## src/pmcg_defs.svh

```systemverilog
// offsets, field positions, reset values and counts of the clock gating block
// assumes byte addresses on an 8-bit register port, one 32-bit word per register
`ifndef PMCG_DEFS_SVH
`define PMCG_DEFS_SVH

`define PMCG_ADDR_W 8
`define PMCG_SYS_CLK_EN_OFS 8'h00
`define PMCG_SYS_CLK_DIS_OFS 8'h04
`define PMCG_SYS_CLK_STAT_OFS 8'h08
`define PMCG_PER_CLK_EN_OFS 8'h10
`define PMCG_PER_CLK_DIS_OFS 8'h14
`define PMCG_PER_CLK_STAT_OFS 8'h18
`define PMCG_MAIN_OSC_OFS 8'h20
`define PMCG_PLL_B_CFG_OFS 8'h2C
`define PMCG_MASTER_CFG_OFS 8'h30
`define PMCG_PROG_CFG0_OFS 8'h40
`define PMCG_STATUS_OFS 8'h68

// system clock register bit positions
`define PMCG_SC_CPU_BIT 0
`define PMCG_SC_HOST_BIT 6
`define PMCG_SC_DEV_BIT 7
`define PMCG_SC_PROG_LSB 8

// peripheral ids below this bit, ahb clocks from it upward
`define PMCG_NUM_PERIPH 28
`define PMCG_AHB_LSB 28
`define PMCG_NUM_AHB 4
`define PMCG_NUM_PROG 4

// main oscillator register fields
`define PMCG_OSC_EN_BIT 0
`define PMCG_OSC_CNT_LSB 8
`define PMCG_OSC_CNT_MSB 15
// usb divider field of the pll b register
`define PMCG_USB_DIV_LSB 28
`define PMCG_USB_DIV_MSB 29

// status register bit positions
`define PMCG_SR_OSC_BIT 0
`define PMCG_SR_LOCK_A_BIT 1
`define PMCG_SR_LOCK_B_BIT 2
`define PMCG_SR_MRDY_BIT 3
`define PMCG_SR_PROG_LSB 8

// reset values: slow clock undivided, usb divider by 1
`define PMCG_CFG_RST 5'h00
`define PMCG_USB_DIV_RST 2'h0
`define PMCG_SYS_EN_RST 1'h1

// oscillator count steps once per this many slow clock rises
`define PMCG_OSC_SLOW_DIV 4'h8
`define PMCG_OSC_DIV_LAST 3'h7

`endif

```

## src/pmcg_pkg.sv

```systemverilog
// types shared by the clock gating block
// assumes pmcg_defs.svh carries the numeric constants
package pmcg_pkg;

   // source encoding of the clock-source fields
   typedef enum logic [1:0] {
      PMCG_SRC_SLOW = 2'h0,
      PMCG_SRC_MAIN = 2'h1,
      PMCG_SRC_PLL_A = 2'h2,
      PMCG_SRC_PLL_B = 2'h3
   } pmcg_src_type;

   // a divider configuration: prescale_sel in [4:2], clk_src_sel in [1:0]
   typedef struct packed {
      logic [2:0] prescale_sel;
      logic [1:0] clk_src_sel;
   } pmcg_clk_cfg_type;

   // processor clock controller, one-hot
   typedef enum logic [2:0] {
      PMCG_CPU_RUN = 3'h1,
      PMCG_CPU_DRAIN = 3'h2,
      PMCG_CPU_IDLE = 3'h4
   } pmcg_cpu_state_type;

endpackage

```

## src/pmcg_top.sv

```systemverilog
// power management clock controller: master clock selection and prescale,
// processor idle gating, peripheral, ahb and usb clock gating, programmable clock outputs
// assumes source clocks arrive on pins and are far slower than core_clk; derived clocks
// are rebuilt as levels on core_clk and the cpu, peripheral and ahb clocks are given as one-cycle enables
// Operation
// - master clock source from clk_src_sel, divided by power of two 1..64
// - each master config write clears ready until the new clock applies
// - processor bit in disable register stops cpu clock; status shows it running
// - cpu clock runs after reset; enabled interrupt or reset restarts it
// - current instruction finishes before stopping; other bus masters unaffected
// - usb clock always from pll b, divided by 1, 2 or 4 per usb_clk_divider for 48 MHz
// - host-port bit starts or stops usb host clock; status shows it
// - device-port bit starts or stops usb device clock; status shows it
// - enable, disable and status bits gate each peripheral clock
// - peripheral clock stops at once when disabled; all disabled after reset
// - peripheral clock bit position equals the peripheral identifier
// - four ahb clocks gated through peripheral registers, off after reset
// - re-enabled ahb clock lets the peripheral resume its held state
// - four programmable clock outputs, each with its own config register
// - programmable output source from four clocks, divided by power of two 1..64
// - system enable and disable bits switch outputs; status shows active ones
// - per output ready flag, cleared while a configuration change is pending
// - main oscillator enable bit starts it; startup count in same register
// - stable flag clears, count steps at slow clock by eight, sets at zero
// - unlocked pll falls master back to slow or main; ready low until relock
//
// The register offsets and the strobed register port were left to the implementer.
`timescale 1ns/1ps
`include "pmcg_defs.svh"

module pmcg_top
   import pmcg_pkg::*;
(
   input wire logic core_clk, // 250 MHz core clock
   input wire logic sys_rst, // synchronous reset, active high
   input wire logic clk_en, // freezes all state while low
   input wire logic [7:0] reg_addr, // register byte address
   input wire logic [31:0] reg_wdata, // register write data
   input wire logic reg_wr, // write strobe
   input wire logic reg_rd, // read strobe
   output logic [31:0] reg_rdata, // read data, cycle after the strobe
   input wire logic slow_clk, // slow clock pin
   input wire logic main_clk, // main oscillator clock pin
   input wire logic pll_a_clk, // pll a output pin
   input wire logic pll_b_clk, // pll b output pin
   input wire logic pll_a_lock, // pll a locked
   input wire logic pll_b_lock, // pll b locked
   input wire logic cpu_instr_done, // core has no instruction in flight
   input wire logic cpu_wake_irq, // enabled fast or normal interrupt pending
   output logic main_osc_en, // main oscillator enable
   output logic master_clk, // rebuilt master clock level
   output logic master_clk_tick, // master clock rising-edge enable
   output logic cpu_clk_tick, // processor clock enable
   output logic [27:0] periph_clk_tick, // per-peripheral clock enables
   output logic [3:0] ahb_periph_clk_tick, // ahb peripheral clock enables
   output logic usb_host_clk, // usb host clock level
   output logic usb_dev_clk, // usb device clock level
   output logic [3:0] prog_clk_out // programmable clock pins
);

   localparam int NDIV = 5;

   // pins: slow, main, pll a, pll b, lock a, lock b
   logic [5:0] sync1_ff;
   logic [5:0] sync2_ff;
   logic [3:0] prev_ff;
   logic [3:0] src_lvl;
   logic [3:0] src_rise;
   logic lock_a;
   logic lock_b;

   always_ff @(posedge core_clk) begin
      if (sys_rst) begin
         sync1_ff <= 6'h00;
         sync2_ff <= 6'h00;
         prev_ff <= 4'h0;
      end else if (clk_en) begin
         sync1_ff <= {pll_b_lock, pll_a_lock, pll_b_clk, pll_a_clk, main_clk, slow_clk};
         sync2_ff <= sync1_ff;
         prev_ff <= sync2_ff[3:0];
      end
   end

   assign src_lvl = sync2_ff[3:0];
   assign src_rise = sync2_ff[3:0] & ~prev_ff;
   assign lock_a = sync2_ff[4];
   assign lock_b = sync2_ff[5];

   // address decode
   wire wr_sys_en = reg_wr && (reg_addr == `PMCG_SYS_CLK_EN_OFS);
   wire wr_sys_dis = reg_wr && (reg_addr == `PMCG_SYS_CLK_DIS_OFS);
   wire wr_per_en = reg_wr && (reg_addr == `PMCG_PER_CLK_EN_OFS);
   wire wr_per_dis = reg_wr && (reg_addr == `PMCG_PER_CLK_DIS_OFS);
   wire wr_osc = reg_wr && (reg_addr == `PMCG_MAIN_OSC_OFS);
   wire wr_pll_b = reg_wr && (reg_addr == `PMCG_PLL_B_CFG_OFS);
   wire wr_master = reg_wr && (reg_addr == `PMCG_MASTER_CFG_OFS);
   wire [3:0] prog_sel = reg_addr[3:0];
   wire wr_prog_any = reg_wr && (reg_addr[7:4] == `PMCG_PROG_CFG0_OFS >> 4) &&
                      (prog_sel[1:0] == 2'h0);

   // system clocks: cpu, usb host, usb device, programmable outputs
   logic host_en_ff;
   logic dev_en_ff;
   logic [3:0] prog_en_ff;
   wire [3:0] sys_en_prog = reg_wdata[`PMCG_SC_PROG_LSB +: 4];

   always_ff @(posedge core_clk) begin
      if (sys_rst) begin
         host_en_ff <= 1'h0;
         dev_en_ff <= 1'h0;
         prog_en_ff <= 4'h0;
      end else if (clk_en) begin
         // only bits written 1 act
         if (wr_sys_en) begin
            host_en_ff <= host_en_ff | reg_wdata[`PMCG_SC_HOST_BIT];
            dev_en_ff <= dev_en_ff | reg_wdata[`PMCG_SC_DEV_BIT];
            prog_en_ff <= prog_en_ff | sys_en_prog;
         end else if (wr_sys_dis) begin
            host_en_ff <= host_en_ff & ~reg_wdata[`PMCG_SC_HOST_BIT];
            dev_en_ff <= dev_en_ff & ~reg_wdata[`PMCG_SC_DEV_BIT];
            prog_en_ff <= prog_en_ff & ~sys_en_prog;
         end
      end
   end

   // processor idle mode
   pmcg_cpu_state_type cpu_state_ff;
   pmcg_cpu_state_type nxt_cpu_state;
   wire cpu_stop_req = wr_sys_dis && reg_wdata[`PMCG_SC_CPU_BIT];
   wire cpu_run_req = wr_sys_en && reg_wdata[`PMCG_SC_CPU_BIT];

   always_comb begin
      nxt_cpu_state = cpu_state_ff;
      case (cpu_state_ff)
         PMCG_CPU_RUN: begin
            if (cpu_stop_req) begin
               nxt_cpu_state = PMCG_CPU_DRAIN;
            end
         end
         PMCG_CPU_DRAIN: begin
            // the core keeps its clock until the instruction in flight retires
            if (cpu_wake_irq || cpu_run_req) begin
               nxt_cpu_state = PMCG_CPU_RUN;
            end else if (cpu_instr_done) begin
               nxt_cpu_state = PMCG_CPU_IDLE;
            end
         end
         PMCG_CPU_IDLE: begin
            if (cpu_wake_irq || cpu_run_req) begin
               nxt_cpu_state = PMCG_CPU_RUN;
            end
         end
         default: begin
            nxt_cpu_state = PMCG_CPU_RUN;
         end
      endcase
   end

   always_ff @(posedge core_clk) begin
      if (sys_rst) begin
         cpu_state_ff <= PMCG_CPU_RUN;
      end else if (clk_en) begin
         cpu_state_ff <= nxt_cpu_state;
      end
   end

   wire cpu_running = (cpu_state_ff != PMCG_CPU_IDLE);

   // peripheral and ahb clock gates, all off after reset
   logic [31:0] per_en_ff;

   always_ff @(posedge core_clk) begin
      if (sys_rst) begin
         per_en_ff <= 32'h0;
      end else if (clk_en) begin
         // bit n gates the peripheral with identifier n
         if (wr_per_en) begin
            per_en_ff <= per_en_ff | reg_wdata;
         end else if (wr_per_dis) begin
            per_en_ff <= per_en_ff & ~reg_wdata;
         end
      end
   end

   // main oscillator startup counter
   logic osc_en_ff;
   logic osc_stable_ff;
   logic [7:0] osc_cnt_ff;
   logic [2:0] osc_div_ff;
   wire osc_step = src_rise[PMCG_SRC_SLOW] && (osc_div_ff == `PMCG_OSC_DIV_LAST);

   always_ff @(posedge core_clk) begin
      if (sys_rst) begin
         osc_en_ff <= 1'h0;
         osc_stable_ff <= 1'h0;
         osc_cnt_ff <= 8'h00;
         osc_div_ff <= 3'h0;
      end else if (clk_en) begin
         if (wr_osc) begin
            osc_en_ff <= reg_wdata[`PMCG_OSC_EN_BIT];
            osc_cnt_ff <= reg_wdata[`PMCG_OSC_CNT_MSB:`PMCG_OSC_CNT_LSB];
            osc_div_ff <= 3'h0;
            osc_stable_ff <= 1'h0;
         end else if (osc_en_ff && !osc_stable_ff) begin
            if (osc_cnt_ff == 8'h00) begin
               osc_stable_ff <= 1'h1;
            end else if (src_rise[PMCG_SRC_SLOW]) begin
               osc_div_ff <= osc_div_ff + 3'h1;
               if (osc_step) begin
                  osc_cnt_ff <= osc_cnt_ff - 8'h01;
               end
            end
         end
      end
   end

   // usb clock from pll b only
   logic [1:0] usb_div_ff;
   logic [1:0] usb_cnt_ff;
   logic usb_lvl_ff;
   logic host_clk_ff;
   logic dev_clk_ff;
   wire nxt_usb_lvl = (usb_div_ff == 2'h0) ? src_lvl[PMCG_SRC_PLL_B] :
                      (usb_div_ff == 2'h1) ? usb_cnt_ff[0] : usb_cnt_ff[1];

   always_ff @(posedge core_clk) begin
      if (sys_rst) begin
         usb_div_ff <= `PMCG_USB_DIV_RST;
         usb_cnt_ff <= 2'h0;
         usb_lvl_ff <= 1'h0;
         host_clk_ff <= 1'h0;
         dev_clk_ff <= 1'h0;
      end else if (clk_en) begin
         if (wr_pll_b) begin
            usb_div_ff <= reg_wdata[`PMCG_USB_DIV_MSB:`PMCG_USB_DIV_LSB];
         end
         if (src_rise[PMCG_SRC_PLL_B]) begin
            usb_cnt_ff <= usb_cnt_ff + 2'h1;
         end
         usb_lvl_ff <= nxt_usb_lvl;
         // enabling before pll b locks would pass an unstable clock
         host_clk_ff <= host_en_ff & usb_lvl_ff;
         dev_clk_ff <= dev_en_ff & usb_lvl_ff;
      end
   end

   // dividers: index 0 is the master clock, 1..4 the programmable outputs
   pmcg_clk_cfg_type req_ff [NDIV];
   pmcg_clk_cfg_type cfg_ff [NDIV];
   logic [NDIV-1:0] pend_ff;
   logic [NDIV-1:0] lvl_ff;
   logic [NDIV-1:0] nxt_lvl;
   logic [NDIV-1:0] div_wr;
   logic [1:0] eff_src [NDIV];

   // an unlocked pll drops the master clock back to a safe source
   wire master_fallback = ((cfg_ff[0].clk_src_sel == PMCG_SRC_PLL_A) && !lock_a) ||
                          ((cfg_ff[0].clk_src_sel == PMCG_SRC_PLL_B) && !lock_b);
   assign eff_src[0] = !master_fallback ? cfg_ff[0].clk_src_sel :
                       (cfg_ff[0].clk_src_sel == PMCG_SRC_PLL_A) ? PMCG_SRC_SLOW :
                       PMCG_SRC_MAIN;
   assign div_wr[0] = wr_master;

   genvar g;
   generate
      for (g = 0; g < NDIV; g = g + 1) begin : gen_div
         logic [5:0] cnt_ff;
         logic [2:0] top_bit;
         // an out-of-range prescale code divides by 64
         assign top_bit = (cfg_ff[g].prescale_sel > 3'h6) ? 3'h5 :
                          cfg_ff[g].prescale_sel - 3'h1;
         if (g > 0) begin : gen_prog
            assign eff_src[g] = cfg_ff[g].clk_src_sel;
            assign div_wr[g] = wr_prog_any && (prog_sel[3:2] == 2'(g - 1));
         end
         assign nxt_lvl[g] = (cfg_ff[g].prescale_sel == 3'h0) ? src_lvl[eff_src[g]] :
                             cnt_ff[top_bit];

         // a new setting takes over only while the output sits low and the counter
         // restarts from zero, so no high phase is ever cut short
         wire apply = pend_ff[g] && !lvl_ff[g];

         always_ff @(posedge core_clk) begin
            if (sys_rst) begin
               req_ff[g] <= `PMCG_CFG_RST;
               cfg_ff[g] <= `PMCG_CFG_RST;
               pend_ff[g] <= 1'h0;
               cnt_ff <= 6'h00;
               lvl_ff[g] <= 1'h0;
            end else if (clk_en) begin
               if (div_wr[g]) begin
                  req_ff[g] <= reg_wdata[4:0];
               end
               if (apply) begin
                  cfg_ff[g] <= req_ff[g];
                  cnt_ff <= 6'h00;
                  lvl_ff[g] <= 1'h0;
               end else begin
                  if (src_rise[eff_src[g]]) begin
                     cnt_ff <= cnt_ff + 6'h01;
                  end
                  lvl_ff[g] <= nxt_lvl[g];
               end
               // a write in the apply cycle keeps the change pending
               pend_ff[g] <= div_wr[g] | (pend_ff[g] & ~apply);
            end
         end
      end
   endgenerate

   wire master_ready = !pend_ff[0] && !master_fallback;
   wire [3:0] prog_ready = ~pend_ff[4:1];
   wire master_rise = nxt_lvl[0] && !lvl_ff[0];

   // gated clock enables and pins, all from flops
   logic master_tick_ff;
   logic cpu_tick_ff;
   logic [31:0] per_tick_ff;
   logic [3:0] prog_out_ff;

   always_ff @(posedge core_clk) begin
      if (sys_rst) begin
         master_tick_ff <= 1'h0;
         cpu_tick_ff <= 1'h0;
         per_tick_ff <= 32'h0;
         prog_out_ff <= 4'h0;
      end else if (clk_en) begin
         master_tick_ff <= master_rise;
         // other bus masters keep the master clock while the cpu idles
         cpu_tick_ff <= master_rise && cpu_running;
         // a cleared bit stops its enable on the very next edge
         per_tick_ff <= {32{master_rise}} & per_en_ff;
         prog_out_ff <= prog_en_ff & lvl_ff[4:1];
      end
   end

   // read side; status registers ignore writes
   wire [31:0] sys_stat = {20'h0, prog_en_ff, dev_en_ff, host_en_ff, 5'h00,
                           cpu_running};
   wire [31:0] osc_rd = {16'h0, osc_cnt_ff, 7'h00, osc_en_ff};
   wire [31:0] pll_b_rd = {2'h0, usb_div_ff, 28'h0};
   wire [31:0] status_rd = {20'h0, prog_ready, 4'h0, master_ready, lock_b, lock_a,
                            osc_stable_ff};
   wire [31:0] prog_rd = {27'h0, req_ff[1 + 32'(prog_sel[3:2])]};
   wire [31:0] rd_mux =
      (reg_addr == `PMCG_SYS_CLK_STAT_OFS) ? sys_stat :
      (reg_addr == `PMCG_PER_CLK_STAT_OFS) ? per_en_ff :
      (reg_addr == `PMCG_MAIN_OSC_OFS) ? osc_rd :
      (reg_addr == `PMCG_PLL_B_CFG_OFS) ? pll_b_rd :
      (reg_addr == `PMCG_MASTER_CFG_OFS) ? {27'h0, req_ff[0]} :
      (reg_addr == `PMCG_STATUS_OFS) ? status_rd :
      (reg_addr[7:4] == `PMCG_PROG_CFG0_OFS >> 4 && prog_sel[1:0] == 2'h0) ? prog_rd :
      32'h0;

   logic [31:0] rdata_ff;

   always_ff @(posedge core_clk) begin
      if (sys_rst) begin
         rdata_ff <= 32'h0;
      end else if (clk_en) begin
         // data stands only in the cycle after the strobe
         rdata_ff <= reg_rd ? rd_mux : 32'h0;
      end
   end

   assign reg_rdata = rdata_ff;
   assign main_osc_en = osc_en_ff;
   assign master_clk = lvl_ff[0];
   assign master_clk_tick = master_tick_ff;
   assign cpu_clk_tick = cpu_tick_ff;
   assign periph_clk_tick = per_tick_ff[`PMCG_NUM_PERIPH-1:0];
   assign ahb_periph_clk_tick = per_tick_ff[`PMCG_AHB_LSB +: `PMCG_NUM_AHB];
   assign usb_host_clk = host_clk_ff;
   assign usb_dev_clk = dev_clk_ff;
   assign prog_clk_out = prog_out_ff;

endmodule

```

## config.mk

```make
export PLATFORM = sky130hd
export DESIGN_NAME = pmcg_top
export DESIGN_NICKNAME = d
export VERILOG_FILES = /design/src/pmcg_pkg.sv /design/src/pmcg_top.sv
export VERILOG_INCLUDE_DIRS = /design/src
export SDC_FILE = /design/constraint.sdc
export NUM_CORES = 1
export LEC_CHECK = 0
export BUFFER_PORTS_ARGS = -buffer_cell sky130_fd_sc_hd__buf_2
export CAP_MARGIN = 15
export CORE_ASPECT_RATIO = 1.1
export CORE_MARGIN = 8
export CORE_UTILIZATION = 50
export DETAILED_ROUTE_END_ITERATION = 7
export PLACE_DENSITY = 0.8
export SYNTH_ARGS = -nofsm -noshare
export SYNTH_HDL_FRONTEND = slang
export SYNTH_SLANG_ARGS = --single-unit
```

## constraint.sdc

```tcl
create_clock -name core_clk -period 7.65 [get_ports core_clk]
set_clock_uncertainty 0.15 [all_clocks]
set_input_delay 1.53 -clock core_clk [delete_from_list [all_inputs] [get_ports core_clk]]
set_output_delay 1.53 -clock core_clk [all_outputs]
set_load 0.01 [all_outputs]
```

==> out/qor.yml <==
run_status:
  status: "completed"
timing:
  tightest_slew_ps: 1190
  rsz0062_at_grt: "false"
  finalSetupViolCount: 0
  finalCritPeriodShare_pct: 51.2
  slew_violations: 0
  fmax_mhz: 255
  final.min_clock_period_ps: 3910
  setup_ws_ps: 3740
  setup_tns_ps: 0
  hold_violations: 0
  relSlewSlack_pct: 20.2
detailed_routing:
  dr_total_vias: 9262
  vias_per_cell: 5.92
  routed_wl_mm: 29.3
  first_pass_iters: 5
  antenna_left: 0
  drc: 0
  dr.first_iter.drc_count: 767
  wl_per_cell_um: 18.8
yosys:
  synth_fa_ha_area_share_pct: 3.16
  ys_ff_latch: 237
  synth_fp_nets: 1242
  ys.warnings.count: 0
  synth_top_family_by_area: "simple AND/OR/NAND/NOR gates"
  synth_compound_area_share_pct: 15.9
  ys_seq_area_share_pct: 47.4
  synth_enable_flop_cells: 50
  avgSynthCellArea_sq_um: 9.53
  synth_mux_area_share_pct: 6.13
  synthesis.area_sq_um: 11100
  async_flop_share_pct: 0
  syn_inst: 1161
  post_synth_num_cell_types: 79
  yosys.area_share.simple_pct: 22.2
  synthFlopType: "dfxtp_1"
  synth_xor_area_share_pct: 1.27
clock_tree:
  clkLatencyLatePin_ps: 510
  numClockSinks: 237
  cts.repair.resized: 0
  clockBufferDepth: 3
  htreeDepth: 1
  cts.clk_slew.worst_paths_ps: 60
  cts_made_buffers: 24
  cts_setup_buffers: 0
  cts_hold_buf: 0
  cts_tree: "built"
  clockRootBuffer: "clkbuf_16"
die:
  num_io_pins: 127
  die_w_um: 158
  initial_core_util_pct: 50.6
  core_sq_um: 21900
  num_rows: 57
  die_area_sq_um: 27200
  die_h_um: 172
final_layout:
  drive_above_1_share_pct: 18.1
  seq_area_sq_um: 5250
  mostFrequentLayoutCells: "dfxtp_1, nand2_1, buf_2"
  multiInputGateArea_sq_um: 5420
  areaGrowthSynthToFinish_pct: 14.2
  fin_nets: 1333
  utilization_pct: 57.8
  layout_commonest_cell: "dfxtp_1"
  diodes: 0
  fill_cells: 1890
global_route:
  grt_usage_pct: 21.4
  grt_pass1_vias: 9205
  grt_max_degree: 94
  antenna_found_initial: 0
  gr-total-overflow: 0
  grt_pass1_wl_mm: 47.3
setup_path:
  startpoint_type: "input port"
  end_kind: "register"
  cp_max_fo: 42
  cp_num_buf_inv: 3
  cp.arrival_ps: 4110
  crit_required_ps: 7840
  critPathMostFrequentCell: "a211oi_1"
  startpoint: "reg_addr[2]"
  r2r-end: "per_tick_ff[31]"
  r2r_cells: 9
  path_class: "in -> reg"
  cp_slowest_cell: "and2_1"
  critPathMaxStageDelay_ps: 640
  path_cells: "buf_2 -> inv_1 -> ha_1 -> nor4bb_4 -> buf_4 -> and2_1 -> a22oi_4 -> a211oi_1 -> a211oi_1"
  worst_r2r_startpoint: "cfg_ff[0][2]"
  cp_top_family: "simple AND/OR/NAND/NOR gates"
  rrSetupSlack_ps: 4870
power_and_ir_drop:
  vdd_drop_max_uv: 224
  p_per_area_nw_per_um2: 209
  p_leak_nw: 4.92
  p_total_mw: 2.65
worst_hold_path:
  min-delay-start: "master_clk_tick"
  holdPathEnd: "master_clk_tick"
  whs_path_depth: 1
  hold_path_class: "reg -> reg"
place:
  gp_congestion: 0.940
  pre_cts_ws_ps: 3260
  portBuffers: 126
  dpl.hpwl_mm: 20.5
job:
  cap_violations: 0
worst max-delay path by stage:
stage	depth (start not counted)	slack (ps)	to
after CTS	9	3770	osc_cnt_ff[1]
after global routing	9	3500	osc_cnt_ff[3]
after floorplan	9	3990	cpu_state_ff[1]
after detailed placement	9	3260	osc_cnt_ff[1]
final	9	3740	osc_cnt_ff[1]
after global placement	9	3350	osc_cnt_ff[1]
logic make-up after synthesis:
| family | after synthesis |
|---|---|
| adder cells (fa/ha/maj) | 28 |
| multiplexers | 49 |
| AO/OA/AOI/OAI | 258 |
| AND/OR/NAND/NOR | 475 |
| flip-flops | 237 |
| buffers and inverters | 98 |
| XOR/XNOR | 16 |
final cells by class:
| class | instances | share of cell area [%] |
|---|---|---|
| multi-input cells | 826 | 42.8 |
| flip-flops and latches | 237 | 41.5 |
| repair buffers | 135 | 5.54 |
| clock buffers | 29 | 5.31 |
| well taps | 295 | 2.92 |
| clock inverters | 15 | 1.10 |
| inverters | 28 | 0.831 |
worst reg2reg max path, cell delays in order (launching register included):
cell	delay, ps
edfxtp_1	410
inv_1	80
ha_1	210
ha_1	300
or3b_1	350
a21oi_1	240
a2111oi_4	100
nor4_4	210
buf_4	420
a22o_2	260
power breakdown:
part | switching [mW] | internal (mW)
sequential | 0.0175 | 1.29
combinational | 0.0958 | 0.0495
clock | 0.496 | 0.697
through the flow:
stage	instance area, sq um	hold slack [ps]	instances
after floorplan	11100	298	1161
after global placement	11800	279	1521
after detailed placement	11800	284	1521
after CTS	12600	299	1565
after global routing	12600	323	1565
final	12600	296	1565
metal layers:
metal	share of wire (%)	GRT usage [%]	routed length (um)	up-vias
met3	6.8	4.32	2000	78
met4	4.0	9.40	1170	0
li1	-	-	-	4397
met1	40	25.1	11800	4428
met2	49	37.3	14400	359
met5	0	0	0	-
Yosys cell counts, types with 15 or more instances:
cell | number | area (sq um)
nand3_1 | 75 | 375
inv_1 | 27 | 101
nor2_1 | 92 | 345
a22o_1 | 31 | 272
o21ai_0 | 34 | 170
a21oi_1 | 85 | 425
clkbuf_1 | 38 | 143
mux2i_1 | 25 | 250
a22oi_1 | 29 | 218
buf_2 | 16 | 80.1
edfxtp_1 | 50 | 1500
nor3_1 | 15 | 75.1
nand2_1 | 135 | 507
and3_1 | 36 | 225
ha_1 | 28 | 350
dfxtp_1 | 187 | 3740
and2_1 | 23 | 144
nand2b_1 | 23 | 144
Note: power is estimated with default switching activity, not from simulation.
